===== src/plt_params.svh =====
// constants of the programmable length timer core
`ifndef PLT_PARAMS_SVH
`define PLT_PARAMS_SVH

`define PLT_CNT_W      16
`define PLT_CNT_RST    16'h0000
`define PLT_MAX_8      16'h00ff
`define PLT_MAX_10     16'h03ff
`define PLT_MAX_12     16'h0fff
`define PLT_MAX_16     16'hffff
`define PLT_LEN_8      2'h0
`define PLT_LEN_10     2'h1
`define PLT_LEN_12     2'h2
`define PLT_LEN_16     2'h3
`define PLT_MODE_STOP  2'h0
`define PLT_MODE_UP    2'h1
`define PLT_MODE_CONT  2'h2
`define PLT_MODE_UPDN  2'h3
`define PLT_SRC_EXT_A  2'h0
`define PLT_SRC_AUX    2'h1
`define PLT_SRC_SUBM   2'h2
`define PLT_SRC_EXT_B  2'h3
`define PLT_PRE_DIV1   2'h0
`define PLT_PRE_DIV2   2'h1
`define PLT_PRE_DIV4   2'h2
`define PLT_PRE_DIV8   2'h3
`define PLT_DIV_RST    3'h0

`endif


===== src/plt_div_if_unused_guard.sv =====
// empty unit beside the divider carrier; holds no logic
`timescale 1ns/1ps
`default_nettype none
`default_nettype wire


===== src/plt_pkg.sv =====
// types of the programmable length timer core
`include "plt_params.svh"

package plt_pkg;

   typedef enum logic [1:0] {
      PLT_STOP = `PLT_MODE_STOP,
      PLT_UP   = `PLT_MODE_UP,
      PLT_CONT = `PLT_MODE_CONT,
      PLT_UPDN = `PLT_MODE_UPDN
   } plt_mode_t;

   typedef enum logic [1:0] {
      PLT_L8  = `PLT_LEN_8,
      PLT_L10 = `PLT_LEN_10,
      PLT_L12 = `PLT_LEN_12,
      PLT_L16 = `PLT_LEN_16
   } plt_len_t;

endpackage


===== src/plt_div_if.sv =====
// carrier between the counter core and its clock divider
`timescale 1ns/1ps
`default_nettype none

interface plt_div_if;
   logic       run;
   logic       clear;
   logic [1:0] src_sel;
   logic [1:0] pre_sel;
   logic [2:0] ex_sel;
   logic       tick;

   modport core (output run, output clear, output src_sel, output pre_sel,
                 output ex_sel, input tick);
   modport div  (input run, input clear, input src_sel, input pre_sel,
                 input ex_sel, output tick);
endinterface

`default_nettype wire


===== src/plt_clkdiv.sv =====
// source select, synchronisers and two-stage down-counting divider
`timescale 1ns/1ps
`default_nettype none
`include "plt_params.svh"

module plt_clkdiv
   import plt_pkg::*;
(
   input wire logic       ref_clk,
   input wire logic       rst,
   input wire logic [3:0] src_clk_in,
   plt_div_if.div         dif
);

   logic [3:0] s1_ff;
   logic [3:0] s2_ff;
   logic [3:0] s3_ff;
   logic [2:0] pre_cnt_ff;
   logic [2:0] ex_cnt_ff;
   logic [2:0] pre_m1;
   logic       src_edge;
   logic       pre_tick;

   ////////////////////////////////////////////////////////////////////////
   // every source is asynchronous: two flops, then a third for the edge
   genvar g;
   generate
      for (g = 0; g < 4; g++) begin : g_sync
         always_ff @(posedge ref_clk or posedge rst) begin
            if (rst) begin
               s1_ff[g] <= 1'b0;
               s2_ff[g] <= 1'b0;
               s3_ff[g] <= 1'b0;
            end else begin
               s1_ff[g] <= src_clk_in[g];
               s2_ff[g] <= s1_ff[g];
               s3_ff[g] <= s2_ff[g];
            end
         end
      end
   endgenerate

   assign src_edge = s2_ff[dif.src_sel] & ~s3_ff[dif.src_sel];

   always_comb begin
      case (dif.pre_sel)
         `PLT_PRE_DIV1: pre_m1 = 3'h0;
         `PLT_PRE_DIV2: pre_m1 = 3'h1;
         `PLT_PRE_DIV4: pre_m1 = 3'h3;
         `PLT_PRE_DIV8: pre_m1 = 3'h7;
         default:       pre_m1 = 3'h0;
      endcase
   end

   ////////////////////////////////////////////////////////////////////////
   // zero state means the next source edge ticks at once
   assign pre_tick = dif.run & src_edge & (pre_cnt_ff == 3'h0);
   assign dif.tick = pre_tick & (ex_cnt_ff == 3'h0);

   always_ff @(posedge ref_clk or posedge rst) begin
      if (rst) begin
         pre_cnt_ff <= `PLT_DIV_RST;
      end else if (dif.clear) begin
         pre_cnt_ff <= `PLT_DIV_RST;
      end else if (dif.run && src_edge) begin
         pre_cnt_ff <= (pre_cnt_ff == 3'h0) ? pre_m1 : pre_cnt_ff - 3'h1;
      end
   end

   always_ff @(posedge ref_clk or posedge rst) begin
      if (rst) begin
         ex_cnt_ff <= `PLT_DIV_RST;
      end else if (dif.clear) begin
         ex_cnt_ff <= `PLT_DIV_RST;
      end else if (pre_tick) begin
         ex_cnt_ff <= (ex_cnt_ff == 3'h0) ? dif.ex_sel : ex_cnt_ff - 3'h1;
      end
   end
endmodule

`default_nettype wire


===== src/plt_core.sv =====
// programmable length timer counter core with modes and event flags
`timescale 1ns/1ps
`default_nettype none
`include "plt_params.svh"

// Notes on behaviour
// - count steps up or down on each divided timer clock tick
// - length 8, 10, 12 or 16 bits sets the maximum count
// - written count is right-aligned, unused upper bits forced to zero
// - timer clock picked from auxiliary, sub-main or two external clocks
// - first divider bypasses or divides by 2, 4 or 8
// - expansion divider code k divides by k plus one
// - divider is a down counter reset by the clear strobe
// - first tick on first source edge, then at the set ratio
// - clear zeroes count, divider state and direction; settings kept
// - after reset the timer is stopped with defaults everywhere
// - mode 00 stop, 01 up, 10 continuous, 11 up/down
// - continuous counts zero to length maximum, then wraps
// - up/down counts zero to period latch and back to zero; a period above the length maximum counts as continuous
// - up mode restarts at zero after the period latch value
// - entering up mode above the period latch restarts from zero
// - up mode sets compare flag on counting to period latch
// - up mode sets rollover flag on counting from period to zero
// - flags rise only from counting, never from direct writes
module plt_core
   import plt_pkg::*;
(
   input  wire logic        ref_clk,
   input  wire logic        rst,
   input  wire logic        aux_clk,
   input  wire logic        sub_main_clock,
   input  wire logic        external_clock_a,
   input  wire logic        external_clock_b,
   input  wire logic [1:0]  clk_source_sel,
   input  wire logic [1:0]  pre_divider_sel,
   input  wire logic [2:0]  expansion_divider_sel,
   input  wire logic [1:0]  count_length_sel,
   input  wire logic [1:0]  count_mode_sel,
   input  wire logic        counter_clear,
   input  wire logic        count_wr_en,
   input  wire logic [15:0] count_wr_data,
   input  wire logic [15:0] period_latch,
   input  wire logic        compare_flag_clr,
   input  wire logic        rollover_flag_clr,
   output logic      [15:0] count_value,
   output logic             count_dir_down,
   output logic             compare_event_flag,
   output logic             rollover_flag,
   output logic             timer_running
);

   ////////////////////////////////////////////////////////////////////////
   // length decode, used by the write path and the wrap logic
   function automatic logic [15:0] plt_len_max(input logic [1:0] len);
      case (plt_len_t'(len))
         PLT_L8:  plt_len_max = `PLT_MAX_8;
         PLT_L10: plt_len_max = `PLT_MAX_10;
         PLT_L12: plt_len_max = `PLT_MAX_12;
         PLT_L16: plt_len_max = `PLT_MAX_16;
         default: plt_len_max = `PLT_MAX_16;
      endcase
   endfunction

   plt_div_if   dif ();

   plt_mode_t   mode;
   plt_mode_t   mode_q_ff;
   logic [15:0] count_ff;
   logic        dir_down_ff;
   logic        cmp_flag_ff;
   logic        roll_flag_ff;
   logic [15:0] len_max;
   logic [15:0] nxt_count;
   logic        nxt_dir_down;
   logic        cmp_hit;
   logic        roll_hit;
   logic        run;
   logic        up_entry_fix;
   logic        step;
   logic        flag_ok;
   logic [15:0] count_inc;
   logic [15:0] count_dec;
   logic [15:0] wr_masked;

   ////////////////////////////////////////////////////////////////////////
   // divider hookup
   assign mode    = plt_mode_t'(count_mode_sel);
   assign run     = (mode != PLT_STOP);
   assign len_max = plt_len_max(count_length_sel);

   assign dif.run     = run;
   assign dif.clear   = counter_clear;
   assign dif.src_sel = clk_source_sel;
   assign dif.pre_sel = pre_divider_sel;
   assign dif.ex_sel  = expansion_divider_sel;

   plt_clkdiv plt_clkdiv_i (
      .ref_clk    (ref_clk),
      .rst        (rst),
      .src_clk_in ({external_clock_b, sub_main_clock, aux_clk,
                    external_clock_a}),
      .dif        (dif.div)
   );

   ////////////////////////////////////////////////////////////////////////
   // mode history, used to spot the entry into up mode
   always_ff @(posedge ref_clk or posedge rst) begin
      if (rst) begin
         mode_q_ff <= PLT_STOP;
      end else begin
         mode_q_ff <= mode;
      end
   end

   // mode changes are expected to pass through stop first; a direct
   // jump from any other mode into up mode gets the same entry restart
   assign up_entry_fix = (mode == PLT_UP) && (mode_q_ff != PLT_UP)
                         && (count_ff > period_latch);

   // a write or clear in the same cycle overrides any counting step
   assign step    = run && dif.tick && !counter_clear && !count_wr_en
                    && !up_entry_fix;
   assign flag_ok = step;

   assign count_inc = count_ff + 16'h0001;
   assign count_dec = count_ff - 16'h0001;

   // shorter lengths keep only the low bits of a write
   assign wr_masked = count_wr_data & len_max;

   ////////////////////////////////////////////////////////////////////////
   // next count per mode
   always_comb begin
      nxt_count    = count_ff;
      nxt_dir_down = dir_down_ff;
      cmp_hit      = 1'b0;
      roll_hit     = 1'b0;
      case (mode)
         PLT_STOP: begin
            nxt_count = count_ff;
         end
         PLT_UP: begin
            if (count_ff >= period_latch) begin
               nxt_count = 16'h0000;
               roll_hit  = 1'b1;
            end else begin
               nxt_count = count_inc;
               cmp_hit   = (count_inc == period_latch);
            end
         end
         PLT_CONT: begin
            if (count_ff >= len_max) begin
               nxt_count = 16'h0000;
               roll_hit  = 1'b1;
            end else begin
               nxt_count = count_inc;
               cmp_hit   = (count_inc == period_latch);
            end
         end
         PLT_UPDN: begin
            if (period_latch > len_max) begin
               // period beyond the length: behaves as continuous
               if (count_ff >= len_max) begin
                  nxt_count = 16'h0000;
                  roll_hit  = 1'b1;
               end else begin
                  nxt_count = count_inc;
               end
            end else if (!dir_down_ff) begin
               if (count_ff >= period_latch && count_ff != 16'h0000) begin
                  nxt_count    = count_dec;
                  nxt_dir_down = 1'b1;
               end else if (count_ff < period_latch) begin
                  nxt_count = count_inc;
                  cmp_hit   = (count_inc == period_latch);
               end else begin
                  nxt_count = 16'h0000;
               end
            end else begin
               if (count_ff <= 16'h0001) begin
                  nxt_count    = 16'h0000;
                  nxt_dir_down = 1'b0;
                  roll_hit     = (count_ff == 16'h0001);
               end else begin
                  nxt_count = count_dec;
               end
            end
         end
         default: begin
            nxt_count = count_ff;
         end
      endcase
   end

   ////////////////////////////////////////////////////////////////////////
   // count register
   always_ff @(posedge ref_clk or posedge rst) begin
      if (rst) begin
         count_ff <= `PLT_CNT_RST;
      end else if (counter_clear) begin
         count_ff <= 16'h0000;
      end else if (count_wr_en) begin
         count_ff <= wr_masked;
      end else if (up_entry_fix) begin
         count_ff <= 16'h0000;
      end else if (step) begin
         count_ff <= nxt_count;
      end
   end

   // direction survives stop, so a restart resumes the old direction
   always_ff @(posedge ref_clk or posedge rst) begin
      if (rst) begin
         dir_down_ff <= 1'b0;
      end else if (counter_clear) begin
         dir_down_ff <= 1'b0;
      end else if (step) begin
         dir_down_ff <= nxt_dir_down;
      end
   end

   ////////////////////////////////////////////////////////////////////////
   // sticky flags; a set in the clearing cycle wins
   always_ff @(posedge ref_clk or posedge rst) begin
      if (rst) begin
         cmp_flag_ff <= 1'b0;
      end else if (flag_ok && cmp_hit) begin
         cmp_flag_ff <= 1'b1;
      end else if (compare_flag_clr) begin
         cmp_flag_ff <= 1'b0;
      end
   end

   always_ff @(posedge ref_clk or posedge rst) begin
      if (rst) begin
         roll_flag_ff <= 1'b0;
      end else if (flag_ok && roll_hit) begin
         roll_flag_ff <= 1'b1;
      end else if (rollover_flag_clr) begin
         roll_flag_ff <= 1'b0;
      end
   end

   assign count_value        = count_ff;
   assign count_dir_down     = dir_down_ff;
   assign compare_event_flag = cmp_flag_ff;
   assign rollover_flag      = roll_flag_ff;
   assign timer_running      = run;
endmodule

`default_nettype wire


===== config.mk =====
export PLATFORM = sky130hd
export DESIGN_NAME = plt_core
export DESIGN_NICKNAME = d
export VERILOG_FILES = /design/src/plt_div_if_unused_guard.sv /design/src/plt_pkg.sv /design/src/plt_div_if.sv /design/src/plt_clkdiv.sv /design/src/plt_core.sv
export VERILOG_INCLUDE_DIRS = /design/src /design/src/src
export SDC_FILE = /design/constraint.sdc
export NUM_CORES = 1
export LEC_CHECK = 0
export ABC_AREA = 0
export ABC_CLOCK_PERIOD_IN_PS = 8000
export BUFFER_PORTS_ARGS = -buffer_cell sky130_fd_sc_hd__clkbuf_2
export CORE_UTILIZATION = 40
export CTS_CLUSTER_SIZE = 20
export DETAILED_ROUTE_END_ITERATION = 7
export GPL_TIMING_DRIVEN = 0
export PLACE_DENSITY = 0.58
export SLEW_MARGIN = 20
export SYNTH_ARGS = -nofsm -noshare
export SYNTH_HDL_FRONTEND = slang
export SYNTH_SLANG_ARGS = --single-unit

===== constraint.sdc =====
create_clock -name ref_clk -period 8 [get_ports ref_clk]
set_input_delay 1.6 -clock ref_clk [delete_from_list [all_inputs] [get_ports ref_clk]]
set_output_delay 1.6 -clock ref_clk [all_outputs]
set_load 0.02 [all_outputs]

==> flow_summary.json, run 1 <==
{
  "synth_xor_area_frac": 0.07197,
  "ys_ff_latch": 39,
  "die_h_um": 99.11,
  "avgSynthCellArea_um2": 8.402,
  "crit_fanout": 9,
  "synth_mux_area_frac": 0.01658,
  "tightestPinTransition_ns": 0.8302,
  "grt_usage": 0.2347,
  "start_util": 0.4102,
  "vias_per_cell": 5.806,
  "final_layout_size_suffix_gt1_frac": 0.2042,
  "stdcell_count": 640,
  "die_w_um": 99.11,
  "synth_top_area_frac": 0.2587,
  "setup-tns-final_ns": 0,
  "htreeDepth": 2,
  "diodes": 0,
  "syn-cell-area_um2": 3772,
  "synth_top_family_by_area": "simple AND/OR/NAND/NOR gates",
  "root_buffer": "clkbuf_8",
  "clk_latency_ns": 0.30,
  "clk_path_buf_depth": 2,
  "dieArea_um2": 9823,
  "grt_pass1_vias": 3431,
  "hold_buffers": 0,
  "cp.arrival_ns": 4.89,
  "synth_compound_area_frac": 0.2143,
  "grt_overflow": 0,
  "ys_warn_count": 0,
  "dr.pass1.iters": 5,
  "port_buffers": 71,
  "async_flop_share": 1.000,
  "outcome": "completed",
  "fin_crit_sh": 0.5883,
  "gp_congestion": 0.8799,
  "hold_viol": 0,
  "syn_inst": 449,
  "drcViolationCount": 0,
  "critPathLaunchType": "primary input",
  "finClkSkew_ns": 0.009994,
  "placedCellCount": 632,
  "p_leak_uw": 0.002054,
  "grt_max_degree": 23,
  "synth_edf_count": 0,
  "ant_nets": 0,
  "fmax_mhz": 212.5,
  "grt_pass1_wl_mm": 17.96,
  "postCtsSetupBuffers": 0,
  "power_density_nw_per_um2": 133.3,
  "antenna_found_initial": 0,
  "synth_area_leader_cell": "dfrtp_1",
  "fp-row-count": 35,
  "area_delta_synth_final_pct": 16.29,
  "critPathCaptureType": "flip-flop",
  "max_slew_margin": 0.4415,
  "dp_hpwl_mm": 9.087,
  "synth_flop_cell": "dfrtp_1",
  "cap_violations": 0,
  "synthAdderAreaFrac": 0.1327,
  "core_area_um2": 9196,
  "ys_seq_area_frac": 0.2587,
  "synth_area_leaders": "dfrtp_1 (26%), ha_1 (13%), xnor2_1 (3.7%)",
  "ir_drop_v": 0.00008362,
  "num_vias": 3716,
  "rsz0062_at_grt": "false",
  "post_cts_resized": 0,
  "cts_tree": "yes",
  "drt_iter0_drc": 239,
  "whs_ns": 0.3540,
  "synth_nets": 542,
  "finalNetCount": 621,
  "drv_slew": 0,
  "min_path_type": "flip-flop to flip-flop",
  "path_clk_slew_ns": 0.09,
  "cts_sinks": 39,
  "pin_count": 73,
  "tritoncts.num_buffers": 5,
  "crit_required_ns": 8.18,
  "wl_per_cell_um": 17.62,
  "synth_cell_types": 66,
  "finalCriticalPeriod_ns": 4.706,
  "wirelength_mm": 11.27,
  "worstSetupPathType": "primary input to flip-flop",
  "synthSimpleGateAreaFrac": 0.2381,
  "setup_viol_count_final": 0
}
[cell type report]
cell class,count,area [um2]
Clock buffer,5,68.82
Timing Repair Buffer,72,382.9
Sequential cell,39,975.9
Clock inverter,3,23.77
Fill cell,930,4810
Multi-Input combinational cell,353,2541
Inverter,37,138.9
Tap cell,111,138.9
Buffer,20,116.4
[layout by cell type (no fill, tap or decap), drive strengths merged, types with 7 or more instances in the layout]
cell type,synthesis,routed
xor2,15,15
o22ai,7,7
buf,14,15
nand2,37,37
and3,8,8
nor2,29,29
nand4,20,20
a22oi,8,8
inv,37,38
nor3,10,10
xnor2,16,16
ha,40,40
clkbuf,6,82
o21ai,25,25
a21oi,27,27
nand3,16,16
dfrtp,39,39
[registers in the layout, indices dropped and copies added (netlist names)]
register and flops:
mode_q_ff 2, plt_clkdiv_i.s2_ff 4, count_dir_down 1, plt_clkdiv_i.ex_cnt_ff 3, plt_clkdiv_i.pre_cnt_ff 3, count_value 16, plt_clkdiv_i.s3_ff 4, rollover_flag 1
compare_event_flag 1, plt_clkdiv_i.s1_ff 4
[cells in the mapped netlist, types with 11 or more instances]
master / n
xnor2_1: 16
nor2_1: 29
nand3_1: 15
ha_1: 40
o21ai_0: 14
o21ai_1: 11
nand4_1: 18
xor2_1: 15
nand2_1: 37
dfrtp_1: 39
inv_1: 37
a21oi_1: 27
[final timing paths]
kind / start / end / slack, ns / cells past startpoint
hold reg to reg: plt_clkdiv_i.s1_ff[3] / plt_clkdiv_i.s2_ff[3] / 0.35 / 0
setup reg to reg: count_value[12] / compare_event_flag / 4.57 / 8
setup / recovery: count_length_sel[1] / count_value[3] / 3.29 / 12
min in group asynchronous: rst / count_value[0] / 1.28 / 2
hold / removal: plt_clkdiv_i.s1_ff[3] / plt_clkdiv_i.s2_ff[3] / 0.35 / 0
max in group asynchronous: rst / plt_clkdiv_i.ex_cnt_ff[0] / 6.25 / 3
[where the power goes]
part / internal [uW] / switching [uW]
combinational: 86.4 / 131
sequential: 209 / 15.1
clock: 62.5 / 80.5
[per-layer routing]
| layer | track usage | vias to the layer above | wire length (um) |
|---|---|---|---|
| li1 | - | 1834 | - |
| met1 | 0.3282 | 1768 | 5277 |
| met2 | 0.3895 | 104 | 5386 |
| met3 | 0.03162 | 10 | 495 |
| met4 | 0.04751 | 0 | 114 |
| met5 | 0 | - | 0 |
[critical path, cell delays in order]
cell	delay, ns
clkbuf_2	0.14
and2_1	0.28
inv_1	0.23
ha_1	0.36
nand4_1	0.18
or4_1	0.58
o311ai_2	0.18
nand3_1	0.27
a21oi_1	0.57
o22ai_1	0.18
a211oi_2	0.24
o21ai_1	0.07
[logic make-up after synthesis]
kind of cell	after synthesis
and+or+nand+nor	157
muxes	6
DFF	39
buffers and inverters	57
adders and majority gates	40
AOI/OAI and AO/OA	119
xor gates and xnor gates	31
[per-stage QoR]
step	util	total power [uW]	worst slack, ns	area, um2
after global placement	0.4639	438.7	3.083	4267
after global routing	0.4770	624.0	3.126	4387
after floorplan	-	375.9	3.884	3772
final	0.4770	584.6	3.294	4387
after detailed placement	0.4669	444.9	3.045	4294
after CTS	0.4770	589.2	3.357	4387
No activity file was read; power rests on OpenSTA's default activity.
==> inputs of run 2 (changes only) <==
- ABC_AREA: 0 -> 1
- ABC_CLOCK_PERIOD_IN_PS: 8000 -> 4780
- PLACE_DENSITY: 0.58 -> 0.57
- clock period: 8 -> 4.78 ns (I/O delays scaled with it)
==> run 2 against run 1 <==
Compared with the run above: sequential share of layout area decreased by 2.3 points; die area increased by 12%; wire length increased by 22%; clock skew decreased by 0.0027 ns; critical path depth increased by 4; critical path type unchanged; critical endpoint is now count_value[7].
==> flow_summary.json, run 2 <==
{
  "comb_power_share": 0.452,
  "area_delta_synth_final_pct": 15.77,
  "path_clk_slew_ns": 0.08,
  "post_cts_resized": 0,
  "final_cell_mix": "nand2_1 (221), inv_1 (78), clkbuf_2 (72)",
  "critPathCaptureType": "flip-flop",
  "ys_ff_latch": 39,
  "num_vias": 4564,
  "hold_viol": 0,
  "internal_power_uw": 717.5,
  "die_w_um": 104.7,
  "final_common_cell": "nand2_1",
  "synth_xor_area_frac": 0.06372,
  "fin_ws_ns": 1.271,
  "critPathLaunchType": "primary input",
  "setup_viol_count_final": 0,
  "start_util": 0.4108,
  "stdcell_count": 883,
  "p_sw_uw": 561.1,
  "fp-row-count": 37,
  "max_slew_margin": 0.5787,
  "vias_per_cell": 5.169,
  "htreeDepth": 2,
  "rsz0062_at_grt": "false",
  "synth_nets": 759,
  "root_buffer": "clkbuf_8",
  "outcome": "completed",
  "grt_max_degree": 26,
  "finalCriticalPeriod_ns": 3.509,
  "avgSynthCellArea_um2": 6.339,
  "hold_depth": 0,
  "async_flop_share": 1.000,
  "dp_hpwl_mm": 11.11,
  "clk_latency_ns": 0.30,
  "core_area_um2": 10280,
  "synthAdderAreaFrac": 0.1186,
  "finClkSkew_ns": 0.007282,
  "fin_crit_sh": 0.7340,
  "fill_cells": 1132,
  "wirelength_mm": 13.79,
  "setup-tns-final_ns": 0,
  "dr.pass1.iters": 5,
  "grt_pass1_wl_mm": 22.03,
  "placedCellCount": 875,
  "synth_cell_types": 38,
  "die_h_um": 104.7,
  "ys_seq_area_frac": 0.2312,
  "syn-cell-area_um2": 4222,
  "synth_flop_cell": "dfrtp_1",
  "final_layout_size_suffix_gt1_frac": 0.1633,
  "grt_overflow": 0,
  "cts_tree": "yes",
  "fmax_mhz": 285.0,
  "cts_sinks": 39,
  "seqPwrFrac": 0.320,
  "dieArea_um2": 10970,
  "synth_area_leaders": "dfrtp_1 (23%), nand2_1 (20%), ha_1 (12%)",
  "drv_slew": 0,
  "hold_buffers": 0,
  "synthTopCellsByCount": "nand2_1 (221), inv_1 (79), nor2_1 (60)",
  "p_clk_frac": 0.228,
  "synth_compound_area_frac": 0.1082,
  "synth.most_common_cell": "nand2_1",
  "gp_congestion": 0.8883,
  "ir_drop_v": 0.0001517,
  "pin_count": 73,
  "grt_usage": 0.2591,
  "final_area_um2": 4887,
  "wl_per_cell_um": 15.61,
  "ys_warn_count": 0,
  "largest_reg_flops": 16,
  "syn_inst": 666,
  "cap_violations": 0,
  "drcViolationCount": 0,
  "port_buffers": 72,
  "grt_pass1_vias": 4338,
  "ant_nets": 0,
  "min_path_type": "flip-flop to flip-flop",
  "switching_share": 0.4388,
  "tritoncts.num_buffers": 5,
  "synth_area_leader_cell": "dfrtp_1",
  "synthSimpleGateAreaFrac": 0.3817,
  "power_density_nw_per_um2": 261.6,
  "crit_required_ns": 4.97,
  "clk_path_buf_depth": 2,
  "synth_top_family_by_area": "simple AND/OR/NAND/NOR gates",
  "crit_fanout": 12,
  "p_leak_uw": 0.002703,
  "place_ws_ns": 1.014,
  "placed_cell_area_um2": 4772,
  "drt_iter0_drc": 372,
  "worstSetupPathType": "primary input to flip-flop",
  "synth_top_area_frac": 0.2312,
  "finalNetCount": 839,
  "cp.arrival_ns": 3.70,
  "antenna_found_initial": 0,
  "diodes": 0,
  "r2r_cells": 13,
  "synth_edf_count": 0,
  "postCtsSetupBuffers": 0,
  "tightestPinTransition_ns": 0.6297,
  "synth_mux_area_frac": 0
}
[run 2: cell count changes after synthesis, sizes merged, moves of 7 or more]
cell	delta
nand2	+191
nor2	+39
nand3	+31
inv	+51
a22oi	-7
o22ai	-7
o21ai	+16
xnor2	-13
xor2	+11
and3	-8
[run 2: area by class of cell]
cell class	count	area, um2	share of cell area
multi-input cells	526	2838	0.5806
flip-flops and latches	39	975.9	0.1997
repair buffers	73	380.4	0.07783
inverters	90	337.8	0.06912
well taps	136	170.2	0.03482
plain buffers	11	70.07	0.01434
clock buffers	5	68.82	0.01408
clock inverters	3	46.29	0.009473
[run 2: final timing paths]
check                                 startpoint                    end  slack (ns)
max in group asynchronous                    rst         count_value[8]        3.74
setup / recovery             count_length_sel[1]         count_value[7]        1.27
hold reg to reg            plt_clkdiv_i.s1_ff[2]  plt_clkdiv_i.s2_ff[2]        0.35
setup reg to reg                  count_value[5]         count_value[0]        1.79
hold / removal             plt_clkdiv_i.s1_ff[2]  plt_clkdiv_i.s2_ff[2]        0.35
min in group asynchronous                    rst         count_dir_down        0.59
[run 2: logic make-up after synthesis]
| logic type | count (synthesis) |
|---|---|
| simple gates | 376 |
| buf+inv | 101 |
| compound gates | 81 |
| fa+ha+maj | 40 |
| flops | 39 |
| xor+xnor | 29 |
[run 2: power groups by stage]
stage	sequential (uW)	combinational, uW	clock [uW]
CTS	410	576	300
global placement	415	563	0
finish	409	578	291
floorplan	417	391	0
detailed placement	416	573	0
global route	414	658	314
[run 2: per-layer routing]
layer / global-route usage / up-vias / part of all wire / routed length, um
met1: 0.3528 / 2063 / 0.46 / 6378
met3: 0.04117 / 23 / 0.060 / 830
met4: 0.07344 / 0 / 0.026 / 364
met2: 0.4229 / 174 / 0.45 / 6214
li1: - / 2304 / - / -
met5: 0 / - / 0 / 0
[run 2: through the flow]
stage | hold slack, ns | power (uW) | utilization
finish | 0.3526 | 1279 | 0.4755
global route | 0.3555 | 1386 | 0.4755
CTS | 0.3570 | 1285 | 0.4755
floorplan | 0.3312 | 808.7 | -
detailed placement | 0.3356 | 988.7 | 0.4643
global placement | 0.3340 | 977.6 | 0.4624
[run 2: critical path, cell delays in order]
cell	delay [ns]
clkbuf_2	0.12
nand2_1	0.28
ha_1	0.43
nand2_1	0.07
nor2_1	0.26
nor2b_1	0.17
nand2_1	0.07
nand2_2	0.18
nand2_1	0.15
nor2_4	0.25
buf_2	0.30
nand3_1	0.13
nand4_1	0.16
nand2_1	0.07
nand2_1	0.06
nand2_1	0.05
